## src/core/wwdg_pkg.sv

```systemverilog
// Package: register map, field layout, reset values and types of the watchdog
package wwdg_pkg;

  // Register byte offsets
  localparam logic [3:0] WWDG_OFS_CTRL = 4'h0;
  localparam logic [3:0] WWDG_OFS_CFG  = 4'h4;
  localparam logic [3:0] WWDG_OFS_STAT = 4'h8;

  // Field positions
  localparam int WWDG_RUN_BIT    = 7;
  localparam int WWDG_IRQEN_BIT  = 9;
  localparam int WWDG_DIV_LSB    = 7;
  localparam int WWDG_FLAG_BIT   = 0;
  localparam int WWDG_CNT_W      = 7;

  // Reset values
  localparam logic [6:0] WWDG_CNT_RST = 7'h7F;
  localparam logic [6:0] WWDG_WIN_RST = 7'h7F;
  localparam logic [1:0] WWDG_DIV_RST = 2'h0;

  // Counter thresholds
  localparam logic [6:0] WWDG_CNT_WARN = 7'h40;

  // Base prescale of the bus clock
  localparam int WWDG_BASE_DIV = 4096;

  // Pulse length of the reset request, in clock cycles
  localparam int WWDG_RST_PULSE = 1;

  // Classic Wishbone request
  typedef struct packed {
    logic        cyc;
    logic        stb;
    logic        we;
    logic [3:0]  adr;
    logic [3:0]  sel;
    logic [31:0] dat;
  } wwdg_wb_req_t;

  // Classic Wishbone answer
  typedef struct packed {
    logic        ack;
    logic        err;
    logic [31:0] dat;
  } wwdg_wb_rsp_t;

  // One register access as seen by the core logic
  typedef struct packed {
    logic        wr_ctrl;
    logic        wr_cfg;
    logic        wr_stat;
    logic [3:0]  sel;
    logic [31:0] dat;
  } wwdg_wr_t;

endpackage : wwdg_pkg

```

## src/core/wwdg_tick.sv

```systemverilog
// Prescaler: bus clock divided by 4096 and then by 1, 2, 4 or 8
`timescale 1ns/1ns
module wwdg_tick
  import wwdg_pkg::*;
#(
  parameter int BASE_DIV = WWDG_BASE_DIV
)
(
  input  wire logic       clk_sys,  // Bus clock
  input  wire logic       rstn,     // Async reset, active low
  input  wire logic       run,      // Counting allowed
  input  wire logic [1:0] div_sel,  // Extra divider code
  output logic            tick      // One-cycle counter step
);

  localparam int BW = $clog2(BASE_DIV);

  logic [BW-1:0] base_q;
  logic [2:0]    post_q;
  logic          base_end;
  logic [2:0]    post_lim;

  assign base_end = (base_q == BW'(BASE_DIV - 1));
  assign post_lim = 3'((1 << div_sel) - 1);

  // Base divider stops with the counter so a paused counter stays exact
  always_ff @(posedge clk_sys or negedge rstn)
  begin
    if (!rstn)
      base_q <= '0;
    else if (run)
      base_q <= base_end ? '0 : base_q + BW'(1);
  end

  always_ff @(posedge clk_sys or negedge rstn)
  begin
    if (!rstn)
      post_q <= 3'h0;
    else if (run && base_end)
      post_q <= (post_q >= post_lim) ? 3'h0 : post_q + 3'h1;
  end

  assign tick = run && base_end && (post_q >= post_lim);

endmodule : wwdg_tick

```

## src/core/wwdg_wb_slave.sv

```systemverilog
// Classic Wishbone slave front end for the watchdog registers
`timescale 1ns/1ns
module wwdg_wb_slave
  import wwdg_pkg::*;
(
  input  wire logic         clk_sys,  // Bus clock
  input  wire logic         rstn,     // Async reset, active low
  input  wire wwdg_wb_req_t wb_req,   // Bus request
  output wwdg_wb_rsp_t      wb_rsp,   // Bus answer
  input  wire logic [31:0]  rd_ctrl,  // Control readback
  input  wire logic [31:0]  rd_cfg,   // Config readback
  input  wire logic [31:0]  rd_stat,  // Status readback
  output wwdg_wr_t          wr        // One-cycle write strobes
);

  logic        ack_q;
  logic        err_q;
  logic [31:0] dat_q;
  logic        req;
  logic        hit;

  assign req = wb_req.cyc && wb_req.stb && !ack_q && !err_q;
  assign hit = (wb_req.adr == WWDG_OFS_CTRL) ||
               (wb_req.adr == WWDG_OFS_CFG)  ||
               (wb_req.adr == WWDG_OFS_STAT);

  // Answer one cycle after the request, then drop for one cycle
  always_ff @(posedge clk_sys or negedge rstn)
  begin
    if (!rstn)
    begin
      ack_q <= 1'b0;
      err_q <= 1'b0;
    end
    else
    begin
      ack_q <= req && hit;
      err_q <= req && !hit;
    end
  end

  always_ff @(posedge clk_sys or negedge rstn)
  begin
    if (!rstn)
      dat_q <= 32'h0000_0000;
    else if (req && !wb_req.we)
    begin
      case (wb_req.adr)
        WWDG_OFS_CTRL: dat_q <= rd_ctrl;
        WWDG_OFS_CFG:  dat_q <= rd_cfg;
        WWDG_OFS_STAT: dat_q <= rd_stat;
        default:       dat_q <= 32'h0000_0000;
      endcase
    end
  end

  // Write takes effect at the edge where ack is sampled
  always_comb
  begin
    wr.sel     = wb_req.sel;
    wr.dat     = wb_req.dat;
    wr.wr_ctrl = ack_q && wb_req.we && (wb_req.adr == WWDG_OFS_CTRL);
    wr.wr_cfg  = ack_q && wb_req.we && (wb_req.adr == WWDG_OFS_CFG);
    wr.wr_stat = ack_q && wb_req.we && (wb_req.adr == WWDG_OFS_STAT);
  end

  assign wb_rsp.ack = ack_q;
  assign wb_rsp.err = err_q;
  assign wb_rsp.dat = dat_q;

endmodule : wwdg_wb_slave

```

## src/core/wwdg_core.sv

```systemverilog
// Window watchdog top: registers, down counter, reset and warning logic
//
// Summary of operation
// - Seven-bit counter steps down per tick
// - Reset request when counter leaves 0x40
// - Reset request on refresh above window
// - Run bit set-only, cleared by reset
// - Tick is clock/4096 then /1,/2,/4,/8
// - Warning flag at 0x40 or early refresh
// - Writing zero clears flag, one ignored
// - Interrupt output when enabled and flagged
// - Interrupt enable set-only, bus reset clears
// - Debug freeze stops counting while halted
// - Counter field reads live, write loads
// - Config holds seven-bit window limit
// - Control and config reset to 0x7F
//
// The implementer's own choice: the Wishbone interface to the registers.
`timescale 1ns/1ns
module wwdg_core
  import wwdg_pkg::*;
#(
  parameter int BASE_DIV = WWDG_BASE_DIV
)
(
  input  wire logic         clk_sys,        // Bus clock, 100 MHz
  input  wire logic         rstn,           // Async reset, active low
  input  wire logic         bus_rst,        // Peripheral bus reset, sync
  input  wire wwdg_wb_req_t wb_req,         // Wishbone request
  output wwdg_wb_rsp_t      wb_rsp,         // Wishbone answer
  input  wire logic         debug_freeze,   // Freeze control from debug
  input  wire logic         core_halted,    // Core halted, async pin
  output logic              sys_rst_req,    // System reset request pulse
  output logic              early_warn_irq  // Early warning interrupt
);

  // --------------------------------------------------------------------
  // Signals
  // --------------------------------------------------------------------
  logic [6:0]  count_value_q;
  logic        watchdog_run_q;
  logic [6:0]  window_limit_q;
  logic [1:0]  tick_divider_select_q;
  logic        early_warn_irq_enable_q;
  logic        early_warn_flag_q;
  logic        rst_req_q;
  logic        irq_q;
  logic [1:0]  halt_sync_q;
  logic        halted;
  logic        tick;
  logic        count_run;
  logic        load_cnt;
  logic        early_load;
  logic        reach_warn;
  logic        fall_out;
  logic        flag_clr;
  wwdg_wr_t    wr;
  logic [31:0] rd_ctrl;
  logic [31:0] rd_cfg;
  logic [31:0] rd_stat;

  // Byte lane 0 and lane 1 write enables
  function automatic logic lane_we(input logic [3:0] sel, input int lane);
    lane_we = sel[lane];
  endfunction : lane_we

  // --------------------------------------------------------------------
  // Bus slave
  // --------------------------------------------------------------------
  wwdg_wb_slave u_bus (
    .clk_sys (clk_sys),
    .rstn    (rstn),
    .wb_req  (wb_req),
    .wb_rsp  (wb_rsp),
    .rd_ctrl (rd_ctrl),
    .rd_cfg  (rd_cfg),
    .rd_stat (rd_stat),
    .wr      (wr)
  );

  assign rd_ctrl = {24'h000000, watchdog_run_q, count_value_q};
  assign rd_cfg  = {22'h000000, early_warn_irq_enable_q,
                    tick_divider_select_q, window_limit_q};
  assign rd_stat = {31'h00000000, early_warn_flag_q};

  // --------------------------------------------------------------------
  // Debug halt synchroniser
  // --------------------------------------------------------------------
  always_ff @(posedge clk_sys or negedge rstn)
  begin
    if (!rstn)
      halt_sync_q <= 2'b00;
    else
      halt_sync_q <= {halt_sync_q[0], core_halted};
  end

  assign halted = halt_sync_q[1];

  // --------------------------------------------------------------------
  // Time base
  // --------------------------------------------------------------------
  assign count_run = watchdog_run_q && !(debug_freeze && halted);

  wwdg_tick #(
    .BASE_DIV (BASE_DIV)
  ) u_tick (
    .clk_sys (clk_sys),
    .rstn    (rstn),
    .run     (count_run),
    .div_sel (tick_divider_select_q),
    .tick    (tick)
  );

  // --------------------------------------------------------------------
  // Control register: run bit and counter
  // --------------------------------------------------------------------
  assign load_cnt = wr.wr_ctrl && lane_we(wr.sel, 0);

  // Set-only run bit
  always_ff @(posedge clk_sys or negedge rstn)
  begin
    if (!rstn)
      watchdog_run_q <= 1'b0;
    else if (load_cnt && wr.dat[WWDG_RUN_BIT])
      watchdog_run_q <= 1'b1;
  end

  // Counter: software load wins over a tick in the same cycle
  always_ff @(posedge clk_sys or negedge rstn)
  begin
    if (!rstn)
      count_value_q <= WWDG_CNT_RST;
    else if (load_cnt)
      count_value_q <= wr.dat[WWDG_CNT_W-1:0];
    else if (tick)
      count_value_q <= count_value_q - 7'h01;
  end

  // --------------------------------------------------------------------
  // Configuration register
  // --------------------------------------------------------------------
  always_ff @(posedge clk_sys or negedge rstn)
  begin
    if (!rstn)
    begin
      window_limit_q        <= WWDG_WIN_RST;
      tick_divider_select_q <= WWDG_DIV_RST;
    end
    else if (wr.wr_cfg)
    begin
      if (lane_we(wr.sel, 0))
      begin
        window_limit_q           <= wr.dat[6:0];
        tick_divider_select_q[0] <= wr.dat[WWDG_DIV_LSB];
      end
      if (lane_we(wr.sel, 1))
        tick_divider_select_q[1] <= wr.dat[WWDG_DIV_LSB+1];
    end
  end

  // Set-only enable, also cleared by the peripheral bus reset
  always_ff @(posedge clk_sys or negedge rstn)
  begin
    if (!rstn)
      early_warn_irq_enable_q <= 1'b0;
    else if (bus_rst)
      early_warn_irq_enable_q <= 1'b0;
    else if (wr.wr_cfg && lane_we(wr.sel, 1) && wr.dat[WWDG_IRQEN_BIT])
      early_warn_irq_enable_q <= 1'b1;
  end

  // --------------------------------------------------------------------
  // Event detection
  // --------------------------------------------------------------------
  assign early_load = watchdog_run_q && load_cnt &&
                      (count_value_q > window_limit_q);
  assign reach_warn = tick && !load_cnt &&
                      (count_value_q == WWDG_CNT_WARN + 7'h01);
  assign fall_out   = tick && !load_cnt &&
                      (count_value_q == WWDG_CNT_WARN);

  // --------------------------------------------------------------------
  // Early warning flag: hardware set wins over software clear
  // --------------------------------------------------------------------
  assign flag_clr = wr.wr_stat && lane_we(wr.sel, 0) &&
                    !wr.dat[WWDG_FLAG_BIT];

  always_ff @(posedge clk_sys or negedge rstn)
  begin
    if (!rstn)
      early_warn_flag_q <= 1'b0;
    else if (reach_warn || early_load)
      early_warn_flag_q <= 1'b1;
    else if (flag_clr)
      early_warn_flag_q <= 1'b0;
  end

  // --------------------------------------------------------------------
  // Outputs
  // --------------------------------------------------------------------
  always_ff @(posedge clk_sys or negedge rstn)
  begin
    if (!rstn)
      rst_req_q <= 1'b0;
    else
      rst_req_q <= watchdog_run_q && (fall_out || early_load);
  end

  always_ff @(posedge clk_sys or negedge rstn)
  begin
    if (!rstn)
      irq_q <= 1'b0;
    else
      irq_q <= early_warn_irq_enable_q && early_warn_flag_q;
  end

  assign sys_rst_req    = rst_req_q;
  assign early_warn_irq = irq_q;

endmodule : wwdg_core

```

## config.mk

```make
export PLATFORM = sky130hd
export DESIGN_NAME = wwdg_core
export DESIGN_NICKNAME = d
export VERILOG_FILES = /design/src/core/wwdg_pkg.sv /design/src/core/wwdg_tick.sv /design/src/core/wwdg_wb_slave.sv /design/src/core/wwdg_core.sv
export SDC_FILE = /design/constraint.sdc
export NUM_CORES = 1
export LEC_CHECK = 0
export BUFFER_PORTS_ARGS = -buffer_cell sky130_fd_sc_hd__buf_4
export CAP_MARGIN = 25
export CELL_PAD_IN_SITES_DETAIL_PLACEMENT = 2
export CELL_PAD_IN_SITES_GLOBAL_PLACEMENT = 2
export CORE_ASPECT_RATIO = 0.5
export CORE_MARGIN = 1
export CORE_UTILIZATION = 30
export CTS_BUF_LIST = sky130_fd_sc_hd__clkbuf_16
export DETAILED_ROUTE_END_ITERATION = 12
export PLACE_DENSITY = 0.82
export SETUP_SLACK_MARGIN = 0.02
export SYNTH_ARGS = -nofsm -noshare
export SYNTH_HDL_FRONTEND = slang
export SYNTH_SLANG_ARGS = --single-unit
```

## constraint.sdc

```tcl
create_clock -name clk_sys -period 2.7 [get_ports clk_sys]
set_clock_uncertainty 0.1 [all_clocks]
set_input_delay 0.54 -clock clk_sys [delete_from_list [all_inputs] [get_ports clk_sys]]
set_output_delay 0.54 -clock clk_sys [all_outputs]
set_load 0.02 [all_outputs]
```

Word level (Yosys, flattened, before mapping)
Cells that the tools add are included.
- register bits: 72
- output and inout bits: 36
- multiplexer cells: 9
- magnitude comparators: 2
- shift-type cells: 1
- equal/unequal tests: 5
- add/subtract/negate cells: 4
- reductions and logical operators: 44
- operators by type and width (operator ; number):
    $pmux W10 S3 ; 1
    $logic_and A1 B1 Y1 ; 27
    $eq A7 B7 Y1 const B ; 2
    $mux W7 ; 2
    $add A12 B1 Y12 const B ; 1
    $eq A12 B12 Y1 const B ; 1
    $mux W12 ; 1
    $gt A7 B7 Y1 ; 1
    $logic_not A1 Y1 ; 7
    $sub A7 B1 Y7 const B ; 1
    $reduce_bool A2 Y1 ; 3
    $eq A4 B3 Y1 const B ; 1
    $eq A4 B4 Y1 const B ; 1
    $logic_not A4 Y1 ; 1
    $logic_or A1 B1 Y1 ; 4
    $mux W1 ; 4
    $reduce_and A2 Y1 ; 2
    $add A3 B1 Y3 const B ; 1
    $ge A3 B3 Y1 ; 1
    $mux W3 ; 1
    $shl A1 B2 Y3 const A ; 1
    $sub A3 B2 Y3 const B ; 1

Logic depth before layout (Yosys ltp)
Gate-level depths: netlist of run 1.
- depth after elaboration: 9
- mapped depth: 7
- mapped depth without buffers: 7

Modules after synthesis
From an unflattened synthesis of run 1, not the netlist that was laid out.
- cells, all modules: 365
- area total of the unflattened synthesis: 4022.6 um^2
- by module, submodules not included (module ; area each (um^2) ; cells each ; seq. area each (um^2) ; times used):
    wwdg_wb_slave ; 1963.1 ; 173 ; 850.8 ; 1
    wwdg_core ; 1216.2 ; 109 ; 593.1 ; 1
    wwdg_tick ; 843.3 ; 83 ; 375.4 ; 1

Worst setup path before layout of run 1
OpenSTA, ideal clock, no wires.
- path kind: reg-to-reg
- start: register tick_divider_select_q[1]
- end: register count_value_q[4]
- arrival: 2.020 ns
- stages on the path, launching flop included: 8
- path buffers: 0
- path slack: 0.503 ns
- period minus slack after synthesis: 2.197 ns
- cells stage by stage: dfrtp_1 -> or2_2 -> ha_1 -> nor2b_1 -> o21ai_1 -> nand3_2 -> or4_1 -> a31oi_1
- word-level cells in the longest chain between the ends: 5
- RTL lines (what ; RTL line ; text):
    from (decl) ; wwdg_core.sv:43 ; logic [1:0] tick_divider_select_q;
    from (signal assigned) ; wwdg_core.sv:157 ; tick_divider_select_q[1] <= wr.dat[WWDG_DIV_LSB+1];
    $shl A1 B2 Y3 ; wwdg_tick.sv:24 ; assign post_lim = 3'((1 << div_sel) - 1);
    $sub A3 B2 Y3 ; wwdg_tick.sv:24 ;
    $ge A3 B3 Y1 ; wwdg_tick.sv:43 ; assign tick = run && base_end && (post_q >= post_lim);
    $logic_and A1 B1 Y1 ; wwdg_tick.sv:43 ;
    $reduce_bool A2 Y1 (no line) ; n/a ;
    to (signal assigned) ; wwdg_core.sv:134 ; count_value_q <= wr.dat[WWDG_CNT_W-1:0];
    to (signal assigned) ; wwdg_core.sv:136 ; count_value_q <= count_value_q - 7'h01;
    to (decl) ; wwdg_core.sv:40 ; logic [6:0] count_value_q;
Every way passes these cells.
A chain may end at the register's enable or synchronous reset.

Final worst setup path of run 1
Ends and elaborated chain as after synthesis.

==> flow_metrics.py, run 1 <==
metrics = {
    "timing": {
        "whs_ps": 167.6,
        "setup_slack_ps": 349.0,
        "worst_pin_slew_ps": 649.9,
        "slew_headroom_pct": 56.67,
        "period_minus_slack_ps": 2351,
        "rsz0062_at_grt": "false",
        "period_share_pct": 87.08,
        "final.setup.tns_ps": 0,
        "slew_violations": 0,
        "max_freq_ghz": 0.4253,
        "finalSetupViolations": 0,
        "finalHoldViolCount": 0,
    },
    "critical_path": {
        "worstSetupPathType": "reg -> reg",
        "required_ps": 2810,
        "rr_worst_depth": 7,
        "r2r-end": "count_value_q[4]",
        "endpoint": "count_value_q[4]",
        "critical_path.max_fanout": 5,
        "startpoint": "tick_divider_select_q[1]",
        "crit_path_end_kind": "flip-flop",
        "ff2ff_setup_slack_ps": 350,
        "arrival_ps": 2460,
        "cp-start-kind": "flip-flop",
        "timing.rr.start": "tick_divider_select_q[1]",
    },
    "floorplanning": {
        "fp.dieH_um": 69.41,
        "fp.coreArea_mm2": 0.008768,
        "start_util_pct": 31.09,
        "ios": 84,
        "die_w_um": 136.8,
        "rows": 24,
        "dieArea_mm2": 0.009496,
    },
    "placement": {
        "io_buffers": 37,
        "placed_cells": 431,
        "gp_congestion": 0.8456,
        "dpl.hpwl_mm": 5.414,
        "dp_slack_ps": 357.1,
    },
    "detailed_routing": {
        "wl_per_cell_um": 16.27,
        "first_pass_iters": 4,
        "via_per_inst": 4.850,
        "num_vias": 2129,
        "postRouteAntennaNets": 0,
        "drtIter0Drc": 72,
        "wirelength_mm": 7.141,
        "drc": 0,
    },
    "power_and_ir_drop": {
        "p_leak_nw": 1.540,
        "ir_drop_mv": 0.2099,
        "p_per_area_mw_per_mm2": 516.4,
        "total_power_mw": 1.658,
    },
    "yosys": {
        "synth_ff_type": "dfrtp_1",
        "yosys.area.top_type": "dfrtp_1",
        "netlist_instances": 280,
        "synth.most_common_cell": "dfrtp_1",
        "ys_seq_area_share_pct": 46.54,
        "synth.top_cell.area_share_pct": 33.04,
        "syn_area_mm2": 0.002726,
        "async_flop_share_pct": 100.0,
        "synth_seq_cells": 50,
        "synth.distinct_cells": 44,
        "yosys_warnings": 0,
        "synth_common_cells": "dfrtp_1 (36), nand2_1 (27), buf_4 (24), nor2_1 (23), o21ai_0 (19)",
        "syn_avg_cell_area_um2": 9.737,
        "synth-edff-count": 0,
        "synth_top_cells_by_area": "dfrtp_1 (33%), dfstp_2 (13%), buf_4 (6.6%)",
    },
    "clock_network": {
        "hold_buffers": 0,
        "cts_setup_buffers": 0,
        "cts_sinks": 50,
        "path_clk_slew_ps": 70,
        "tritoncts": "done",
        "cts_resized": 0,
        "clock_latency_ps": 290,
        "cts_root_buffer": "clkbuf_16",
        "htreeDepth": 2,
        "numCtsBuffers": 5,
        "cts_buffer_depth": 2,
    },
    "run_status": {
        "status": "finished clean",
    },
    "job": {
        "cap_violations": 0,
    },
    "global_routing": {
        "grt_util_all_layers_pct": 16.79,
        "grt_max_degree": 51,
        "grt_pass1_wl_mm": 12.26,
        "antenna_found_initial": 0,
        "grt_pass1_vias": 2378,
        "grt-ovfl-total": 0,
    },
    "final_layout": {
        "nets": 383,
        "num_antenna_cells": 0,
        "instances_no_fill": 439,
        "drive_gt1_share_pct": 22.98,
        "syn2layout_area_growth_pct": 17.81,
    },
    "min_path": {
        "hp-class": "in -> async",
    },
}
[metrics by stage]
stage	utilization, %	area (µm²)
2_1_floorplan	-	2805
3_3_place_gp	35.07	3075
3_5_place_dp	35.07	3075
4_1_cts	36.63	3212
5_1_grt	36.63	3212
6_report	36.63	3212
[layer usage]
metal	global-route usage, %	routed length, µm
met1	21.06	3168
met3	3.143	228
met5	0	0
met4	3.663	52
met2	29.89	3692
[sequential cells by signal, summed over array words and instances, names as in the netlist]
register / flops
u_tick.base_q: 12
u_bus.dat_q: 10
count_value_q: 7
window_limit_q: 7
u_tick.post_q: 3
halt_sync_q: 2
tick_divider_select_q: 2
early_warn_flag_q: 1
early_warn_irq: 1
early_warn_irq_enable_q: 1
sys_rst_req: 1
u_bus.ack_q: 1
u_bus.err_q: 1
watchdog_run_q: 1
[critical path: stages (launching register included)]
cell	delay, ps
dfrtp_1	470
or2_2	330
ha_1	280
nor2b_1	40
o21ai_1	230
nand3_2	170
or4_1	450
a31oi_1	200
[cell families (layout without fill, tap and decap cells)]
group	count (synthesis)	in the layout	synth area share [%]
other cells	1	22	0.1375
simple gates	94	94	18.49
flops	50	50	46.53
buf+inv	47	68	9.775
compound gates	55	55	12.21
xor+xnor	15	15	4.819
fa+ha+maj	14	14	6.425
mux	4	4	1.606
[power by group]
group	switching (mW)	total, mW	internal [mW]
combinational	0.138	0.221	0.0830
sequential	0.0286	0.821	0.792
clock	0.282	0.617	0.335
total	0.449	1.66	1.21
[layout make-up]
type | count | area, µm²
clock buffer | 5 | 125.1
clock inverter | 3 | 11.26
fill | 975 | 5557
inverter | 16 | 60.06
multi-input combinational | 204 | 1270
sequential | 50 | 1269
tap | 117 | 146.4
timing repair buffer | 44 | 330.3
[how the worst min path moves through the flow]
stage,from,end,cells after the start
2_1_floorplan,rstn,early_warn_flag_q,0
3_5_place_dp,halt_sync_q[0],halt_sync_q[1],0
6_report,rstn,u_tick.base_q[6],1
4_1_cts,rstn,u_tick.base_q[6],1
5_1_grt,rstn,u_tick.base_q[6],1
3_3_place_gp,halt_sync_q[0],halt_sync_q[1],0
[placed cells by master, fill, tap and decap left out, types with 8 or more instances in the layout]
master / instances
a21oi_1: 14
buf_4: 44
conb_1: 22
dfrtp_1: 36
dfstp_2: 14
ha_1: 14
inv_1: 16
nand2_1: 27
nand3_1: 13
nor2_1: 23
o21ai_0: 19
xnor2_1: 8
Note: power is estimated with default switching activity, not from simulation.
==> run 2, diff against run 1 <==
--- a/config.mk
+++ b/config.mk
@@ -14,8 +14,9 @@
 export CORE_UTILIZATION = 30
 export CTS_BUF_LIST = sky130_fd_sc_hd__clkbuf_16
 export DETAILED_ROUTE_END_ITERATION = 12
-export PLACE_DENSITY = 0.82
+export PLACE_DENSITY = 0.77
 export SETUP_SLACK_MARGIN = 0.02
 export SYNTH_ARGS = -nofsm -noshare
 export SYNTH_HDL_FRONTEND = slang
+export SYNTH_HIERARCHICAL = 1
 export SYNTH_SLANG_ARGS = --single-unit
==> constraint.sdc (replaced) <==
create_clock -name clk_sys -period 2.05 [get_ports clk_sys]
set_clock_uncertainty 0.1 [all_clocks]
set_input_delay 0.41 -clock clk_sys [delete_from_list [all_inputs] [get_ports clk_sys]]
set_output_delay 0.41 -clock clk_sys [all_outputs]
set_load 0.02 [all_outputs]
==> run 2 against run 1 <==
Clock power rose by 140%. Non-clock buffer count rose by 48. The run now ends with negative setup slack left. Sequential power rose by 86%. Highest routed layer unchanged. Via count rose by 53%. Utilization rose by 6.5 points. Maximum frequency rose by 11%. Total power rose by 110%. Register-to-register slack got worse by 420 ps. Worst setup slack got worse by 420 ps. Die area rose by 40%. Area after synthesis rose by 41%. Critical path type unchanged. Design area rose by 63%. Largest cell class unchanged.
==> flow_metrics.py, run 2 <==
metrics = {
    "floorplanning": {
        "dieArea_mm2": 0.01329,
        "fp.coreArea_mm2": 0.01216,
        "rows": 28,
        "die_w_um": 162.1,
        "fp.dieH_um": 82.03,
        "start_util_pct": 31.61,
        "ios": 84,
    },
    "final_layout": {
        "final_util_pct": 43.10,
        "multiInputGateArea_mm2": 0.002151,
        "largest-register": "u_bus/dat_q",
        "num_antenna_cells": 0,
        "largest_reg_flops": 32,
        "largest_registers": "u_bus/dat_q: 32 flops, u_tick/base_q: 12 flops",
        "seq_area_mm2": 0.001819,
        "final_common_cell": "buf_4",
        "fill_cells": 1269,
        "syn2layout_area_growth_pct": 36.37,
        "nets": 549,
        "drive_gt1_share_pct": 31.77,
        "final_cell_mix": "buf_4 (88), conb_1 (77), dfrtp_1 (58)",
    },
    "power_and_ir_drop": {
        "p_clk_share_pct": 43.6,
        "comb_power_share_pct": 12.4,
        "p_int_mw": 2.588,
        "ir_drop_mv": 0.2738,
        "swShare_pct": 25.50,
        "p_per_area_mw_per_mm2": 662.9,
        "power_switching_mw": 0.8859,
        "p_leak_nw": 2.415,
        "seqPwrFrac_pct": 44.0,
    },
    "placement": {
        "dp_slack_ps": -110.2,
        "io_buffers": 59,
        "dpl.hpwl_mm": 8.335,
        "gp_congestion": 0.7523,
    },
    "timing": {
        "rsz0062_at_grt": "true",
        "max_freq_ghz": 0.4714,
        "finalHoldViolCount": 0,
        "period_share_pct": 103.5,
        "setup_slack_ps": -71.26,
        "slew_violations": 0,
        "finalSetupViolations": 7,
        "period_minus_slack_ps": 2121,
    },
    "yosys": {
        "netlist_instances": 341,
        "syn_area_mm2": 0.003842,
        "syn_avg_cell_area_um2": 11.27,
        "yosys_warnings": 6,
    },
    "detailed_routing": {
        "drc": 0,
        "wirelength_mm": 12.26,
        "num_vias": 3257,
        "wl_per_cell_um": 18.69,
        "via_per_inst": 4.965,
        "drtIter0Drc": 204,
        "postRouteAntennaNets": 0,
        "first_pass_iters": 6,
    },
    "global_routing": {
        "grt_max_degree": 30,
        "grt_pass1_wl_mm": 19.94,
        "antenna_found_initial": 0,
        "grt_util_all_layers_pct": 20.08,
        "grt-ovfl-total": 0,
        "grt_pass1_vias": 3776,
    },
    "clock_network": {
        "cts_root_buffer": "clkbuf_16",
        "path_clk_slew_ps": 60,
        "numCtsBuffers": 9,
        "htreeDepth": 3,
        "cts_sinks": 72,
        "clock_latency_ps": 340,
        "cts_buffer_depth": 2,
        "tritoncts": "done",
    },
    "min_path": {
        "hp-class": "in -> reg",
    },
    "critical_path": {
        "crit_path_end_kind": "flip-flop",
        "arrival_ps": 2290,
        "required_ps": 2220,
        "critical_path.max_fanout": 3,
        "worstSetupPathType": "reg -> reg",
        "cp-start-kind": "flip-flop",
    },
    "run_status": {
        "violations": "negative setup slack",
        "status": "complete, but fails checks",
    },
    "job": {
        "cap_violations": 0,
    },
}
## run 2: worst paths after layout
kind                                           from                end  slack, ps  cells past startpoint
min reg2reg                          halt_sync_q[0]     halt_sync_q[1]        270                      0
min                                     core_halted     halt_sync_q[0]         80                      1
max reg2reg                tick_divider_select_q[0]   count_value_q[6]        -70                      9
min in group asynchronous                      rstn    u_bus/dat_q[11]        440                      2
max                        tick_divider_select_q[0]   count_value_q[6]        -70                      9
max in group asynchronous                      rstn  window_limit_q[3]        800                      3
## run 2: layer usage
| metal | GRT usage (%) | vias to the layer above | part of all wire [%] |
|---|---|---|---|
| met2 | 38.76 | 61 | 52 |
| li1 | - | 1513 | - |
| met4 | 7.264 | 0 | 1.8 |
| met5 | 0 | - | 0 |
| met3 | 4.040 | 20 | 3.1 |
| met1 | 22.31 | 1663 | 43 |
## run 2: repair_timing
action	CTS	global route
setup endpoints to repair	9	9
buffers inserted	2	0
hold buffers	1	0
pin swaps	2	3
hold endpoints to repair	23	0
resized for setup	6	4
## run 2: power groups by stage
| stage | logic (mW) | registers (mW) | clock network [mW] |
|---|---|---|---|
| after CTS | 0.425 | 1.53 | 1.57 |
| after detailed placement | 0.414 | 1.55 | 0 |
| final | 0.432 | 1.53 | 1.51 |
| after global routing | 0.476 | 1.53 | 1.63 |
| after floorplan | 0.191 | 1.58 | 0 |
| after global placement | 0.397 | 1.55 | 0 |
## run 2: critical path, cell delays in order, from the launching register on
cell and delay [ps]:
dfrtp_1 410, or2_4 270, ha_4 260, nand2b_4 110, a31oi_4 100, nor2b_4 170
nor3b_4 220, and3_4 230, xnor2_2 120, o21ai_2 70
## run 2: layout make-up
| type | count | share of cell area (%) |
|---|---|---|
| clock buffers | 9 | 4.298 |
| flip-flops and latches | 72 | 34.72 |
| well taps | 165 | 3.940 |
| clock inverters | 7 | 1.051 |
| multi-input cells | 297 | 41.05 |
| repair buffers | 92 | 13.94 |
| inverters | 14 | 1.003 |
## run 2: per-stage QoR
step                      power, mW  std cells  area (µm²)  setup TNS, ps  hold slack [ps]
after floorplan               1.769        417        4179              0            14.41
after global placement        1.945        637        4883         -84.16            243.0
after detailed placement      1.964        637        4883         -515.2            261.1
after CTS                     3.522        656        5221         -488.0            63.85
after global routing          3.637        656        5240          -1005            67.64
final                         3.474        656        5240         -269.2            76.20
